--- src/hdl/tbg_pkg.sv ---
// Constants shared by the timer end and the register end of the baud generator.
package tbg_pkg;

	// ----------------------------------------------------------------
	// Timer control register bit positions
	// ----------------------------------------------------------------
	localparam int unsigned CTL_OVERFLOW_FLAG   = 7;
	localparam int unsigned CTL_EXT_EDGE_FLAG   = 6;
	localparam int unsigned CTL_RX_CLOCK_SELECT = 5;
	localparam int unsigned CTL_TX_CLOCK_SELECT = 4;
	localparam int unsigned CTL_EXT_EDGE_ENABLE = 3;
	localparam int unsigned CTL_RUN_CONTROL     = 2;
	localparam int unsigned CTL_TIMER_COUNTER   = 1;
	localparam int unsigned CTL_CAPTURE_RELOAD  = 0;

	// ----------------------------------------------------------------
	// Reset values and the all-ones rollover count
	// ----------------------------------------------------------------
	localparam logic [7:0]  CTRL_RESET   = 8'h00;
	localparam logic [15:0] COUNT_RESET  = 16'h0000;
	localparam logic [15:0] RELOAD_RESET = 16'h0000;
	localparam logic [15:0] COUNT_ALL_ONES = 16'hffff;

	// ----------------------------------------------------------------
	// Setup codes for the control register
	// ----------------------------------------------------------------
	localparam logic [7:0] SETUP_RELOAD_INT    = 8'h00;
	localparam logic [7:0] SETUP_RELOAD_EXT    = 8'h08;
	localparam logic [7:0] SETUP_CAPTURE_INT   = 8'h01;
	localparam logic [7:0] SETUP_CAPTURE_EXT   = 8'h09;
	localparam logic [7:0] SETUP_BAUD_BOTH_INT = 8'h34;
	localparam logic [7:0] SETUP_BAUD_BOTH_EXT = 8'h36;
	localparam logic [7:0] SETUP_BAUD_RX_INT   = 8'h24;
	localparam logic [7:0] SETUP_BAUD_RX_EXT   = 8'h26;
	localparam logic [7:0] SETUP_BAUD_TX_INT   = 8'h14;
	localparam logic [7:0] SETUP_BAUD_TX_EXT   = 8'h16;
	localparam logic [7:0] SETUP_CNT_RELOAD_INT  = 8'h02;
	localparam logic [7:0] SETUP_CNT_RELOAD_EXT  = 8'h0a;
	localparam logic [7:0] SETUP_CNT_CAPTURE_INT = 8'h03;
	localparam logic [7:0] SETUP_CNT_CAPTURE_EXT = 8'h0b;

	// ----------------------------------------------------------------
	// Prescaler and serial divider counts
	// ----------------------------------------------------------------
	localparam logic [3:0] MACHINE_CYCLE_LAST = 4'hb;
	localparam logic [3:0] BIT_DIVIDE_LAST    = 4'hf;

	// ----------------------------------------------------------------
	// APB register offsets
	// ----------------------------------------------------------------
	localparam logic [7:0] OFS_CONTROL    = 8'h00;
	localparam logic [7:0] OFS_RELOAD     = 8'h04;
	localparam logic [7:0] OFS_COUNT      = 8'h08;
	localparam logic [7:0] OFS_IRQ_ENABLE = 8'h0c;

endpackage

--- src/hdl/tbg_link_if.sv ---
// Interface joining the timer end and its register end.
`timescale 1ns/10ps
interface tbg_link_if;
	logic        ctrl_wr;
	logic [7:0]  ctrl_wdata;
	logic        reload_wr;
	logic [15:0] reload_wdata;
	logic        count_wr;
	logic [15:0] count_wdata;
	logic        irq_enable;
	logic [7:0]  ctrl_rdata;
	logic [15:0] reload_rdata;
	logic [15:0] count_rdata;

	modport dev (
		input  ctrl_wr, ctrl_wdata, reload_wr, reload_wdata, count_wr, count_wdata, irq_enable,
		output ctrl_rdata, reload_rdata, count_rdata
	);

	modport host (
		output ctrl_wr, ctrl_wdata, reload_wr, reload_wdata, count_wr, count_wdata, irq_enable,
		input  ctrl_rdata, reload_rdata, count_rdata
	);
endinterface

--- src/hdl/tbg_timer_end.sv ---
// Third timer with baud generator, capture and auto-reload, feeding the serial port bit clocks.
//
// What this block does
// - tx_clock_select picks first timer or this timer.
// - rx_clock_select picks receive source independently.
// - Baud mode rollover reloads counter from reload pair.
// - Bit clock is overflow rate over sixteen.
// - Count oscillator/2 in baud, /12 otherwise.
// - Internal bit rate is osc/(32*(65536-reload)).
// - Baud mode only when either select is set.
// - Baud rollover sets no flag, no interrupt.
// - Baud trigger edge sets flag, never reloads.
// - Baud mode may count external pin edges.
// - Software avoids counter access during baud mode.
// - Software may read, not write, reload then.
// - Software stops the timer before register access.
// - Timer setup codes per mode listed.
// - Counter setup codes per mode listed.
// - Run bit set separately except baud codes.
// - Trigger edge reloads or captures outside baud.
// - Counter select chooses osc/12 (osc/2 in baud) or pin falls.
// - Enabled interrupt follows either flag.
//
// The register offsets and register access over APB are this design's own decisions.
`timescale 1ns/10ps
module tbg_timer_end
	import tbg_pkg::*;
(
	input  wire logic clk_in,
	input  wire logic rst_b_in,
	tbg_link_if.dev   link,
	input  wire logic external_count_pin_in,
	input  wire logic trigger_input_pin_in,
	input  wire logic timer1_overflow_in,
	output logic      overflow_pulse_out,
	output logic      tx_bit_clock_out,
	output logic      rx_bit_clock_out,
	output logic      timer_irq_out
);

	// ----------------------------------------------------------------
	// Helpers
	// ----------------------------------------------------------------
	// Sixteen-step divider shared by both serial directions.
	function automatic logic [3:0] div16_next(input logic [3:0] cur, input logic step);
		div16_next = step ? cur + 4'h1 : cur;
	endfunction

	// ----------------------------------------------------------------
	// Declarations
	// ----------------------------------------------------------------
	logic [2:0]  cnt_sync_q;
	logic [2:0]  trg_sync_q;
	logic        cnt_lvl_q;
	logic        trg_lvl_q;
	logic        cnt_lvl_d;
	logic        trg_lvl_d;
	logic        cnt_fall;
	logic        trg_fall;
	logic        cnt_agree;
	logic        trg_agree;

	logic        div2_q;
	logic [3:0]  div12_q;
	logic [3:0]  div12_d;

	logic [7:0]  ctrl_q;
	logic [7:0]  ctrl_d;
	logic [7:0]  ctrl_base;
	logic [15:0] count_q;
	logic [15:0] count_d;
	logic [15:0] reload_q;
	logic [15:0] reload_d;

	logic        baud_mode;
	logic        capture_mode;
	logic        int_tick;
	logic        count_tick;
	logic        rollover;
	logic        ext_edge;
	logic        ext_reload;
	logic        ext_capture;
	logic        load_reload;
	logic        tf_set;
	logic        exf_set;

	logic        overflow_q;
	logic        tx_src;
	logic        rx_src;
	logic [3:0]  tx_div_q;
	logic [3:0]  rx_div_q;
	logic        tx_bit_q;
	logic        rx_bit_q;
	logic        irq_q;

	// ----------------------------------------------------------------
	// Pin filters
	// ----------------------------------------------------------------
	// A pin change is believed only once the second and third stages agree,
	// so a single metastable sample cannot produce a false edge.
	assign cnt_agree = (cnt_sync_q[1] == cnt_sync_q[2]);
	assign trg_agree = (trg_sync_q[1] == trg_sync_q[2]);
	assign cnt_lvl_d = cnt_agree ? cnt_sync_q[2] : cnt_lvl_q;
	assign trg_lvl_d = trg_agree ? trg_sync_q[2] : trg_lvl_q;
	assign cnt_fall  = cnt_lvl_q & cnt_agree & ~cnt_sync_q[2];
	assign trg_fall  = trg_lvl_q & trg_agree & ~trg_sync_q[2];

	always_ff @(posedge clk_in or negedge rst_b_in) begin
		if (!rst_b_in) begin
			cnt_sync_q <= 3'h7;
			trg_sync_q <= 3'h7;
			cnt_lvl_q  <= 1'b1;
			trg_lvl_q  <= 1'b1;
		end else begin
			cnt_sync_q <= {cnt_sync_q[1:0], external_count_pin_in};
			trg_sync_q <= {trg_sync_q[1:0], trigger_input_pin_in};
			cnt_lvl_q  <= cnt_lvl_d;
			trg_lvl_q  <= trg_lvl_d;
		end
	end

	// ----------------------------------------------------------------
	// Mode decode and count tick
	// ----------------------------------------------------------------
	assign baud_mode    = ctrl_q[CTL_TX_CLOCK_SELECT] | ctrl_q[CTL_RX_CLOCK_SELECT];
	assign capture_mode = ~baud_mode & ctrl_q[CTL_CAPTURE_RELOAD];
	assign div12_d      = (div12_q == MACHINE_CYCLE_LAST) ? 4'h0 : div12_q + 4'h1;
	// The prescalers run free, so the first tick after run is set may come
	// up to one prescale period late.
	assign int_tick     = baud_mode ? div2_q : (div12_q == MACHINE_CYCLE_LAST);
	assign count_tick   = ctrl_q[CTL_RUN_CONTROL]
		& (ctrl_q[CTL_TIMER_COUNTER] ? cnt_fall : int_tick);

	always_ff @(posedge clk_in or negedge rst_b_in) begin
		if (!rst_b_in) begin
			div2_q  <= 1'b0;
			div12_q <= 4'h0;
		end else begin
			div2_q  <= ~div2_q;
			div12_q <= div12_d;
		end
	end

	// ----------------------------------------------------------------
	// Counter, reload and capture
	// ----------------------------------------------------------------
	assign rollover    = count_tick & (count_q == COUNT_ALL_ONES);
	assign ext_edge    = ctrl_q[CTL_EXT_EDGE_ENABLE] & trg_fall;
	assign ext_reload  = ext_edge & ~baud_mode & ~capture_mode;
	assign ext_capture = ext_edge & capture_mode;
	assign load_reload = (rollover & ~capture_mode) | ext_reload;

	// A software write wins over counting; software is expected to stop the
	// timer first, so the collision only costs one tick.
	always_comb begin
		if (link.count_wr) begin
			count_d = link.count_wdata;
		end else if (load_reload) begin
			count_d = reload_q;
		end else if (count_tick) begin
			count_d = count_q + 16'h0001;
		end else begin
			count_d = count_q;
		end
	end

	// A capture beats a software reload write in the same cycle.
	assign reload_d = ext_capture ? count_q : (link.reload_wr ? link.reload_wdata : reload_q);

	// ----------------------------------------------------------------
	// Control register and flags
	// ----------------------------------------------------------------
	assign tf_set    = rollover & ~baud_mode;
	assign exf_set   = ext_edge;
	assign ctrl_base = link.ctrl_wr ? link.ctrl_wdata : ctrl_q;

	// Hardware setting a flag wins over a software clear in the same cycle.
	always_comb begin
		ctrl_d                    = ctrl_base;
		ctrl_d[CTL_OVERFLOW_FLAG] = ctrl_base[CTL_OVERFLOW_FLAG] | tf_set;
		ctrl_d[CTL_EXT_EDGE_FLAG] = ctrl_base[CTL_EXT_EDGE_FLAG] | exf_set;
	end

	always_ff @(posedge clk_in or negedge rst_b_in) begin
		if (!rst_b_in) begin
			ctrl_q   <= CTRL_RESET;
			count_q  <= COUNT_RESET;
			reload_q <= RELOAD_RESET;
			irq_q    <= 1'b0;
		end else begin
			ctrl_q   <= ctrl_d;
			count_q  <= count_d;
			reload_q <= reload_d;
			irq_q    <= link.irq_enable & (ctrl_d[CTL_OVERFLOW_FLAG] | ctrl_d[CTL_EXT_EDGE_FLAG]);
		end
	end

	// ----------------------------------------------------------------
	// Serial bit clocks
	// ----------------------------------------------------------------
	// The overflow pulse is only routed to a direction whose select is set.
	assign tx_src = ctrl_q[CTL_TX_CLOCK_SELECT] ? overflow_q : timer1_overflow_in;
	assign rx_src = ctrl_q[CTL_RX_CLOCK_SELECT] ? overflow_q : timer1_overflow_in;

	always_ff @(posedge clk_in or negedge rst_b_in) begin
		if (!rst_b_in) begin
			overflow_q <= 1'b0;
			tx_div_q   <= 4'h0;
			rx_div_q   <= 4'h0;
			tx_bit_q   <= 1'b0;
			rx_bit_q   <= 1'b0;
		end else begin
			overflow_q <= rollover & baud_mode;
			tx_div_q   <= div16_next(tx_div_q, tx_src);
			rx_div_q   <= div16_next(rx_div_q, rx_src);
			tx_bit_q   <= tx_src & (tx_div_q == BIT_DIVIDE_LAST);
			rx_bit_q   <= rx_src & (rx_div_q == BIT_DIVIDE_LAST);
		end
	end

	// ----------------------------------------------------------------
	// Outputs
	// ----------------------------------------------------------------
	assign overflow_pulse_out = overflow_q;
	assign tx_bit_clock_out   = tx_bit_q;
	assign rx_bit_clock_out   = rx_bit_q;
	assign timer_irq_out      = irq_q;
	assign link.ctrl_rdata    = ctrl_q;
	assign link.reload_rdata  = reload_q;
	assign link.count_rdata   = count_q;

endmodule

--- src/flat_wrapper.sv ---
// flat-port wrapper written by rule: the top's interface ports become plain ports
module tbg_timer_end_flat import tbg_pkg::*;
  (clk_in, rst_b_in, external_count_pin_in, trigger_input_pin_in, timer1_overflow_in, overflow_pulse_out, tx_bit_clock_out, rx_bit_clock_out, timer_irq_out, link_ctrl_wr, link_ctrl_wdata, link_reload_wr, link_reload_wdata, link_count_wr, link_count_wdata, link_irq_enable, link_ctrl_rdata, link_reload_rdata, link_count_rdata);
  tbg_link_if link_i ();
  input  wire logic clk_in;
  input  wire logic rst_b_in;
  input  wire logic external_count_pin_in;
  input  wire logic trigger_input_pin_in;
  input  wire logic timer1_overflow_in;
  output logic overflow_pulse_out;
  output logic tx_bit_clock_out;
  output logic rx_bit_clock_out;
  output logic timer_irq_out;
  input wire logic [$bits(link_i.ctrl_wr)-1:0] link_ctrl_wr;
  input wire logic [$bits(link_i.ctrl_wdata)-1:0] link_ctrl_wdata;
  input wire logic [$bits(link_i.reload_wr)-1:0] link_reload_wr;
  input wire logic [$bits(link_i.reload_wdata)-1:0] link_reload_wdata;
  input wire logic [$bits(link_i.count_wr)-1:0] link_count_wr;
  input wire logic [$bits(link_i.count_wdata)-1:0] link_count_wdata;
  input wire logic [$bits(link_i.irq_enable)-1:0] link_irq_enable;
  output wire logic [$bits(link_i.ctrl_rdata)-1:0] link_ctrl_rdata;
  output wire logic [$bits(link_i.reload_rdata)-1:0] link_reload_rdata;
  output wire logic [$bits(link_i.count_rdata)-1:0] link_count_rdata;
  assign link_i.ctrl_wr = link_ctrl_wr;
  assign link_i.ctrl_wdata = link_ctrl_wdata;
  assign link_i.reload_wr = link_reload_wr;
  assign link_i.reload_wdata = link_reload_wdata;
  assign link_i.count_wr = link_count_wr;
  assign link_i.count_wdata = link_count_wdata;
  assign link_i.irq_enable = link_irq_enable;
  assign link_ctrl_rdata = link_i.ctrl_rdata;
  assign link_reload_rdata = link_i.reload_rdata;
  assign link_count_rdata = link_i.count_rdata;
  tbg_timer_end u_core (.clk_in(clk_in), .rst_b_in(rst_b_in), .link(link_i), .external_count_pin_in(external_count_pin_in), .trigger_input_pin_in(trigger_input_pin_in), .timer1_overflow_in(timer1_overflow_in), .overflow_pulse_out(overflow_pulse_out), .tx_bit_clock_out(tx_bit_clock_out), .rx_bit_clock_out(rx_bit_clock_out), .timer_irq_out(timer_irq_out));
endmodule
--- config.mk ---
export PLATFORM = sky130hd
export DESIGN_NAME = tbg_timer_end_flat
export DESIGN_NICKNAME = d
export VERILOG_FILES = /design/src/hdl/tbg_pkg.sv /design/src/hdl/tbg_link_if.sv /design/src/hdl/tbg_timer_end.sv /design/src/flat_wrapper.sv
export SDC_FILE = /design/constraint.sdc
export NUM_CORES = 1
export LEC_CHECK = 0
export ABC_AREA = 1
export BUFFER_PORTS_ARGS = -buffer_cell sky130_fd_sc_hd__clkbuf_2
export CAP_MARGIN = 20
export CORE_ASPECT_RATIO = 0.6
export CORE_MARGIN = 4
export CORE_UTILIZATION = 48
export CTS_CLUSTER_DIAMETER = 50
export DETAILED_ROUTE_END_ITERATION = 6
export HOLD_SLACK_MARGIN = 0.15
export PLACE_DENSITY = 0.76
export SLEW_MARGIN = 20
export SYNTH_ARGS = -nofsm -noshare
export SYNTH_HDL_FRONTEND = slang
export SYNTH_SLANG_ARGS = --single-unit
--- constraint.sdc ---
create_clock -name clk_in -period 1.7 [get_ports clk_in]
set_clock_uncertainty 0.15 [all_clocks]
set_input_delay 0.255 -clock clk_in [delete_from_list [all_inputs] [get_ports clk_in]]
set_output_delay 0.255 -clock clk_in [all_outputs]
set_load 0.02 [all_outputs]
After elaboration in Yosys (flattened, before gate mapping)
Index checks and enable logic that the tools add are counted.
- register bits: 65
- input bits: 49
- output and inout port bits: 44
- add/sub/neg operators: 4
- equal/unequal tests: 6
- multiplexer cells: 11
- bitwise logic cells: 27
- reductions and logical operators: 2
- operator list (cell ; number):
    two-way mux 16 bit ; 5
    bitwise AND 1 bit ; 17
    adder 16 x 1 -> 16 bit, second input constant ; 1
    equality test 16 bit, second input constant ; 1
    adder 4 x 1 -> 4 bit, second input constant ; 3
    equality test 4 bit, second input constant ; 3
    two-way mux 8 bit ; 1
    inverter 1 bit ; 5
    bitwise OR 1 bit ; 5
    two-way mux 1 bit ; 4
    two-way mux 4 bit ; 1
    nonzero test 3 bit ; 1
    equality test 1 bit ; 2
    nonzero test 2 bit ; 1

Logic depth before layout (Yosys ltp)
Gate-level depths: netlist (run 1).
- depth in word-level cells: 10
- depth in mapped cells: 13
- depth with buffers taken out: 12

Least setup slack after synthesis (run 1)
Ideal clock, no wire load.
- path kind: register to register
- start point: reg u_core.count_q[1] (netlist: u_core.link.count_rdata[1])
- end point: reg u_core.count_q[6] (netlist: u_core.link.count_rdata[6])
- arrival time: 1692 ps
- data required time: 1433 ps
- setup slack: -259 ps
- cell stages (with the launch flop): 12
- buffers on the path: 1
- cells stage by stage: dfrtp_1 > ha_1 > nand3_1 > inv_1 > nand2_2 > nor2_4 > nand3_4 > nand3_4 > inv_2 > buf_6 > nand2_1 > nand2_1
- longest elaborated chain between the ends: 6
- elaborated cells on any way between the ends: 9
- classes of those cells: 1 x add/sub; 1 x eq/ne; 3 x mux; 3 x bitwise; 1 x reduce/logical
- ends and longest elaborated chain (element ; line ; source):
    start: declaration ; tbg_timer_end.sv:70 ; logic [15:0] count_q;
    start signal: assignment ; tbg_timer_end.sv:192 ; count_q <= count_d;
    branches (longest 6 deep; another with adder 16 x 1 -> 16 bit) ; -- ;
Several ways; the timed one is not identified. The select of a mux whose other input is x is not followed.
A chain may end at the register's enable or synchronous reset.

Worst setup path in the final report (run 1)
- start point: reg u_core.cnt_lvl_q
- end point: reg u_core.count_q[2] (netlist: u_core.link.count_rdata[2])
- longest elaborated chain between the ends: 9
- elaborated cells on any way between the ends: 10
- classes of those cells: 3 x mux; 6 x bitwise; 1 x reduce/logical
- ends and longest elaborated chain (element ; line ; source):
    start: declaration ; tbg_timer_end.sv:54 ; logic cnt_lvl_q;
    start signal: assignment ; tbg_timer_end.sv:117 ; cnt_lvl_q <= cnt_lvl_d;
    bitwise AND 1 bit (*) (2 in a row) ; tbg_timer_end.sv:105 ; assign cnt_fall = cnt_lvl_q & cnt_agree & ~cnt_sync_q[2];
    two-way mux 1 bit (*) ; tbg_timer_end.sv:132 ; & (ctrl_q[CTL_TIMER_COUNTER] ? cnt_fall : int_tick);
    bitwise AND 1 bit (*) ; tbg_timer_end.sv:132 ;
    bitwise AND 1 bit ; tbg_timer_end.sv:147 ; assign rollover = count_tick & (count_q == COUNT_ALL_ONES);
    bitwise AND 1 bit ; tbg_timer_end.sv:151 ; assign load_reload = (rollover & ~capture_mode) | ext_reload;
    bitwise OR 1 bit ; tbg_timer_end.sv:151 ;
    two-way mux 16 bit ; tbg_timer_end.sv:158 ; end else if (load_reload) begin
    two-way mux 16 bit ; tbg_timer_end.sv:156 ; if (link.count_wr) begin
Mark *: on every way between the ends. The rest lies on a longest branch, timed or not.

==> qor.txt, run 1 <==
Setup crit start -> u_core.cnt_lvl_q
Final hold violations -> 0
Initial core utilization -> 49.5%
Violated checks -> negative setup slack
Depth of the CTS H-tree -> 3
Router iterations before antenna repair -> 5
Vert. Die Dim -> 75.1 µm
Yosys reg bits -> 65
GRT overflow -> 0
Endpoints failing setup -> 20
Worst IR drop on VDD -> 0.518 mV
Yosys top cell area share -> 39.6%
Critical path type -> reg2reg
Iter 0 DRT Violations -> 436
DIE WIDTH -> 120 µm
Largest cells by area after synthesis -> dfrtp_1 40%, nand2_1 12%, nand3_1 12%
Hold Crit Class -> in2reg
Distinct cells, synth -> 31
CTS tree -> built
Top_reg_cell synth -> dfrtp_1
Worst Setup Start Kind -> register
Yosys warns -> 0
Routed WL per cell -> 17.9 µm
Worst-path maximum fanout -> 16
GRT Util Overall -> 30.0%
Total CTS buffers -> 9
Fraction of layout cells with a size suffix above 1 -> 43.4%
Register Area -> 1650 µm²
First-pass GRT wire length -> 20.3 mm
Setup_tns -> -3860 ps
Fmax -> 507 MHz
CP Data Arrival Time -> 2030 ps
# rows -> 24
Final min period -> 1970 ps
Vias per inst -> 5.36
Core Box Area -> 7270 µm²
Reg2reg start -> u_core.cnt_lvl_q
Worst-Margin Slew -> 535 ps
Synth area leader -> dfrtp_1
CTS Buffer Depth -> 2
Status -> complete, but fails checks
Relative slew slack -> 64.3%
Seq/Total Area, Yosys -> 45.5%
Syn_nets -> 506
Commonest cells in the synthesized netlist -> 119 x nand2_1, 86 x nand3_1, 57 x dfrtp_1
Fillers -> 476
Multi-input logic area -> 1900 µm²
Leakage power -> 2.91 nW
Hold path start -> link_count_wdata[14]
Vias in the first global route -> 3,832
Largest net degree at the start of global routing -> 66
RSZ-0062 raised after global routing -> true
Worst-Skew Late Latency -> 340 ps
Worst Setup End Kind -> register
Power per cell area -> 1020 nW/µm²
Antenna diodes -> 0
Antenna violations before repair -> 0
IO Count -> 93
Die ar. -> 8990 µm²
Async SR Flop Fraction -> 100%
DRT Wirelength -> 13.6 mm
Hold WS -> 154 ps
Final period utilization -> 116%
Post-DP HPWL -> 8.48 mm
Worst reg2reg setup slack -> -270 ps
Root buf cell -> clkbuf_16
Mapped Area -> 3600 µm²
Area of placed instances -> 4680 µm²
Clock sink count -> 65
# DRC -> 0
Max-cap violation count -> 0
Input/output buffers -> 92
Routed Antenna Nets -> 0
Routability congestion estimate -> 0.962
Top-count cell post-synth -> nand2_1
EDFF count, synth -> 0
Mapped Avg Cell Area -> 7.95 µm²
# nets final -> 707
Max-slew violation count -> 0
WP data required -> 1760 ps
Design area -> 5710 µm²
PnR worst setup slack -> -274 ps
Cells after Synth -> 453
Vias after detailed routing -> 4,092
Clock slew at reported path FFs -> 60 ps
Area Overhead vs Synth -> 58.6%
[logic make-up after synthesis]
| kind of cell | after synthesis | share of synthesized area, % |
|---|---|---|
| buf+inv | 67 | 7.92 |
| simple gates | 274 | 36.4 |
| xor+xnor | 16 | 3.89 |
| mux | 2 | 0.626 |
| compound gates | 25 | 4.35 |
| fa+ha+maj | 4 | 1.39 |
| flops | 65 | 45.5 |
[cell usage in the layout, fill, tap and decap left out, drive strengths merged]
cell type / netlist / layout
clkinvlp: 0 / 1
bufinv: 0 / 2
a21oi: 4 / 4
clkbuf: 10 / 100
ha: 4 / 4
inv: 47 / 49
nand4: 5 / 5
or2: 16 / 16
o21ai: 8 / 8
o211ai: 12 / 12
nor3: 6 / 6
xor2: 16 / 16
nand2: 133 / 133
mux2: 2 / 2
buf: 6 / 75
clkinv: 4 / 6
dfrtp: 57 / 57
a31oi: 1 / 1
nand3: 89 / 91
nor2: 24 / 24
dfstp: 8 / 8
and2: 1 / 1
dlygate4sd3: 0 / 38
[layout make-up]
cell class,instances,share of cell area (%)
clock buffers,9,3.94
clock inverters,7,1.80
inverters,51,3.51
multi-input cells,323,33.3
flip-flops and latches,65,29.0
well taps,104,2.28
repair buffers,204,26.2
[critical path: stages, from the launching register on]
cell	delay [ps]
dfstp_2	530
nand2_1	80
nand2_1	100
nand2_2	80
nor2_4	170
nand3_4	180
buf_12	190
nand3_4	150
inv_8	80
nand2_1	70
nand2_1	80
[sequential cells by signal (all words and copies together) (netlist names), 3 cells and up]
register and flops:
u_core.rx_div_q 4, u_core.cnt_sync_q 3, u_core.link.count_rdata 16, u_core.tx_div_q 4
u_core.link.reload_rdata 16, u_core.trg_sync_q 3, u_core.div12_q 4, u_core.link.ctrl_rdata 8
[per-layer routing]
layer | up-vias | GRT usage, % | part of all wire (%)
met3 | 46 | 8.93 | 12
met2 | 263 | 47.0 | 44
met4 | 0 | 8.25 | 3.2
li1 | 1863 | - | -
met1 | 1920 | 41.4 | 41
met5 | - | 0 | 0
[what timing repair did]
item | 4_1_cts | 5_1_grt
gates cloned | 3 | 0
resized for setup | 21 | 32
setup buffers | 5 | 3
pin swaps | 11 | 12
hold buffers | 38 | 0
setup endpoints to repair | 19 | 27
endpoints found under the hold margin | 98 | 0
[metrics by stage]
stage                     total power [mW]  instances  util [%]  setup WS, ps
final                                 5.85        763      78.6          -274
after global routing                  6.08        763      78.6          -348
after CTS                             5.72        760      76.6          -215
after detailed placement              3.57        698      64.5          -275
after global placement                3.51        698      64.5          -190
after floorplan                       2.84        453         -         -84.3
[path summary, 6_finish.rpt]
path	to	cells after the start
max	u_core.link.count_rdata[2]	10
min	u_core.link.count_rdata[14]	6
max reg2reg	u_core.link.count_rdata[2]	10
min reg2reg	u_core.cnt_sync_q[1]	0
max in group asynchronous	u_core.cnt_sync_q[1]	3
min in group asynchronous	u_core.link.reload_rdata[12]	3
[power breakdown]
group / switching [mW] / internal (mW)
Clock: 0.750 / 1.30
Sequential: 0.206 / 1.81
Combinational: 1.03 / 0.755
Total: 1.98 / 3.86
Note: power is estimated with default switching activity, not from simulation.
==> run 2, diff against run 1 <==
--- a/config.mk
+++ b/config.mk
@@ -5,7 +5,6 @@
 export SDC_FILE = /design/constraint.sdc
 export NUM_CORES = 1
 export LEC_CHECK = 0
-export ABC_AREA = 1
 export BUFFER_PORTS_ARGS = -buffer_cell sky130_fd_sc_hd__clkbuf_2
 export CAP_MARGIN = 20
 export CORE_ASPECT_RATIO = 0.6
@@ -14,7 +13,7 @@
 export CTS_CLUSTER_DIAMETER = 50
 export DETAILED_ROUTE_END_ITERATION = 6
 export HOLD_SLACK_MARGIN = 0.15
-export PLACE_DENSITY = 0.76
+export PLACE_DENSITY = 0.77
 export SLEW_MARGIN = 20
 export SYNTH_ARGS = -nofsm -noshare
 export SYNTH_HDL_FRONTEND = slang
==> constraint.sdc (replaced) <==
create_clock -name clk_in -period 1.7 [get_ports clk_in]
set_clock_uncertainty 0.15 [all_clocks]
set_input_delay 0.255 -clock clk_in [delete_from_list [all_inputs] [get_ports clk_in]]
set_output_delay 0.255 -clock clk_in [all_outputs]
set_load 0.01 [all_outputs]
==> qor.txt, run 2 <==
Max-slew violation count -> 0
IO Count -> 93
Mapped Area -> 3420 µm²
Worst Setup End Kind -> register
Final period utilization -> 138%
Yosys reg bits -> 65
Core Box Area -> 6790 µm²
Violated checks -> negative setup slack
Routed Antenna Nets -> 0
Top-count cell post-synth -> dfrtp_1
Iter 0 DRT Violations -> 493
NetSw -> 1.72 mW
Relative slew slack -> 59.6%
Mapped Avg Cell Area -> 10.4 µm²
Commonest cells in the synthesized netlist -> 57 x dfrtp_1, 35 x nor2_1, 31 x nand2_1
Async SR Flop Fraction -> 100%
Commonest non-fill, non-tap cells in the layout -> 92 x clkbuf_2, 73 x buf_4, 53 x dfrtp_1
Distinct cells, synth -> 71
Area of placed instances -> 4510 µm²
Clock sink count -> 65
PnR worst setup slack -> -654 ps
Final hold violations -> 0
Power per cell area -> 926 nW/µm²
Cells after Synth -> 330
Worst-Margin Slew -> 606 ps
Design area -> 5960 µm²
# nets final -> 606
Reg power frac -> 36.7%
Routability congestion estimate -> 0.905
Antenna diodes -> 0
WP data required -> 1780 ps
EDFF count, synth -> 0
Critical path type -> reg2reg
Area Overhead vs Synth -> 74.0%
Seq/Total Area, Yosys -> 47.8%
Gate power share -> 26.5%
CP Data Arrival Time -> 2430 ps
Fmax -> 425 MHz
GRT Util Overall -> 30.1%
Vias in the first global route -> 3,731
DIE WIDTH -> 117 µm
Die ar. -> 8590 µm²
Worst Setup Start Kind -> register
Final min period -> 2350 ps
Max-cap violation count -> 0
Largest net degree at the start of global routing -> 66
Worst-path maximum fanout -> 4
Most common cell after layout, fill and taps aside -> clkbuf_2
Int Pwr -> 3.80 mW
Yosys warns -> 0
Root buf cell -> clkbuf_16
# DRC -> 0
Hold Crit Class -> in2reg
GRT overflow -> 0
Input/output buffers -> 92
Clock slew at reported path FFs -> 60 ps
Top_reg_cell synth -> dfrtp_1
Fraction of layout cells with a size suffix above 1 -> 53.8%
Synth area leader -> dfrtp_1
Initial core utilization -> 50.4%
Yosys top cell area share -> 41.7%
Pwr Total -> 5.52 mW
Leakage power -> 2.75 nW
CTS Buffer Depth -> 2
Largest cells by area after synthesis -> dfrtp_1 42%, dfstp_2 6.1%, mux2i_1 5.8%
Router iterations before antenna repair -> 6
Vert. Die Dim -> 73.4 µm
Syn_nets -> 383
First-pass GRT wire length -> 19.5 mm
Endpoints failing setup -> 25
Antenna violations before repair -> 0
Routed WL per cell -> 23.9 µm
DRT Wirelength -> 15.4 mm
Worst-Skew Late Latency -> 350 ps
Clock Power Share -> 36.8%
Sw Ratio -> 31.1%
Vias after detailed routing -> 3,967
Worst IR drop on VDD -> 0.687 mV
Status -> complete, but fails checks
CTS tree -> built
Vias per inst -> 6.15
Post-DP HPWL -> 7.74 mm
Depth of the CTS H-tree -> 3
Total CTS buffers -> 9
RSZ-0062 raised after global routing -> true
# rows -> 23
==> run 2: changes by cell type after synthesis, sizes merged, moves of 5 or more <==
cell,before,now
inv,47,9
mux2,2,11
nor2,24,36
xor2,16,3
or2,16,2
xnor2,0,10
nand3,89,13
nand2,133,32
nand4,5,10
a21oi,4,25
o211ai,12,3
mux2i,0,20
==> run 2: final timing paths <==
kind                                      startpoint                          to  slack, ps  cells past startpoint
worst min register to register  u_core.trg_sync_q[0]        u_core.trg_sync_q[1]        210                      0
min in group asynchronous                   rst_b_in          u_core.rx_div_q[3]        320                      3
max in group asynchronous                   rst_b_in            u_core.cnt_lvl_q        750                      3
worst max register to register     u_core.div12_q[0]  u_core.link.count_rdata[3]       -650                      9
worst min-delay path              timer1_overflow_in          u_core.tx_div_q[1]        190                      4
worst max-delay path               u_core.div12_q[0]  u_core.link.count_rdata[3]       -650                      9
==> run 2: logic make-up (layout without fill, tap and decap cells) <==
kind of cell	Yosys count	count (layout)	synth area share (%)
and+or+nand+nor	118	118	18.7
AOI/OAI and AO/OA	72	72	15.4
DFF	65	65	47.8
muxes	31	31	9.46
buffers and inverters	25	253	3.29
xor gates and xnor gates	13	13	3.32
adders and majority gates	6	6	2.05
==> run 2: metrics by stage <==
stage	hold WS [ps]	std cells	setup TNS [ps]	setup slack, ps	utilization, %
finish	188	645	-9440	-654	87.7
global route	208	645	-10560	-635	87.7
CTS	158	631	-4980	-325	81.6
detailed placement	153	560	-7280	-500	66.4
global placement	148	560	-6160	-429	66.4
floorplan	-191	330	-4370	-345	-
==> run 2: what timing repair did <==
| item | CTS | global route |
|---|---|---|
| hold buffers | 45 | 0 |
| gates cloned | 0 | 3 |
| endpoints found under the hold margin | 108 | 0 |
| endpoints found under the setup margin | 19 | 35 |
| pin swaps | 28 | 24 |
| buffers inserted | 11 | 12 |
| gates resized for setup | 29 | 67 |
==> run 2: layout make-up <==
class	count	area [µm²]
Tap cell	87	109
Sequential cell	65	1640
Inverter	9	33.8
Clock inverter	5	80.1
Timing Repair Buffer	228	1720
Multi-Input combinational cell	240	2130
Fill cell	298	833
Clock buffer	11	243
==> run 2: worst max-delay path: stages (launching register included) <==
cell	delay, ps
dfrtp_1	400
ha_2	210
nand3b_1	190
nor3_4	330
o21ai_4	130
buf_6	170
buf_6	130
nand3_2	70
o21ai_1	140
a211o_1	310
==> run 2: routing by layer <==
layer / GRT usage [%] / share of wire [%] / vias to the layer above
li1: - / - / 1658
met1: 42.7 / 38 / 1881
met2: 44.8 / 45 / 320
met3: 7.08 / 11 / 108
met4: 12.1 / 5.9 / 0
met5: 0 / 0 / -
==> run 2: power by group through the flow <==
stage          Combinational [mW]  Sequential, mW  Clock, mW
2_1_floorplan               0.509            2.05          0
3_3_place_gp                 1.06            1.99          0
3_5_place_dp                 1.09            2.00          0
4_1_cts                      1.25            1.99       2.02
5_1_grt                      1.55            2.04       2.10
6_report                     1.46            2.03       2.03
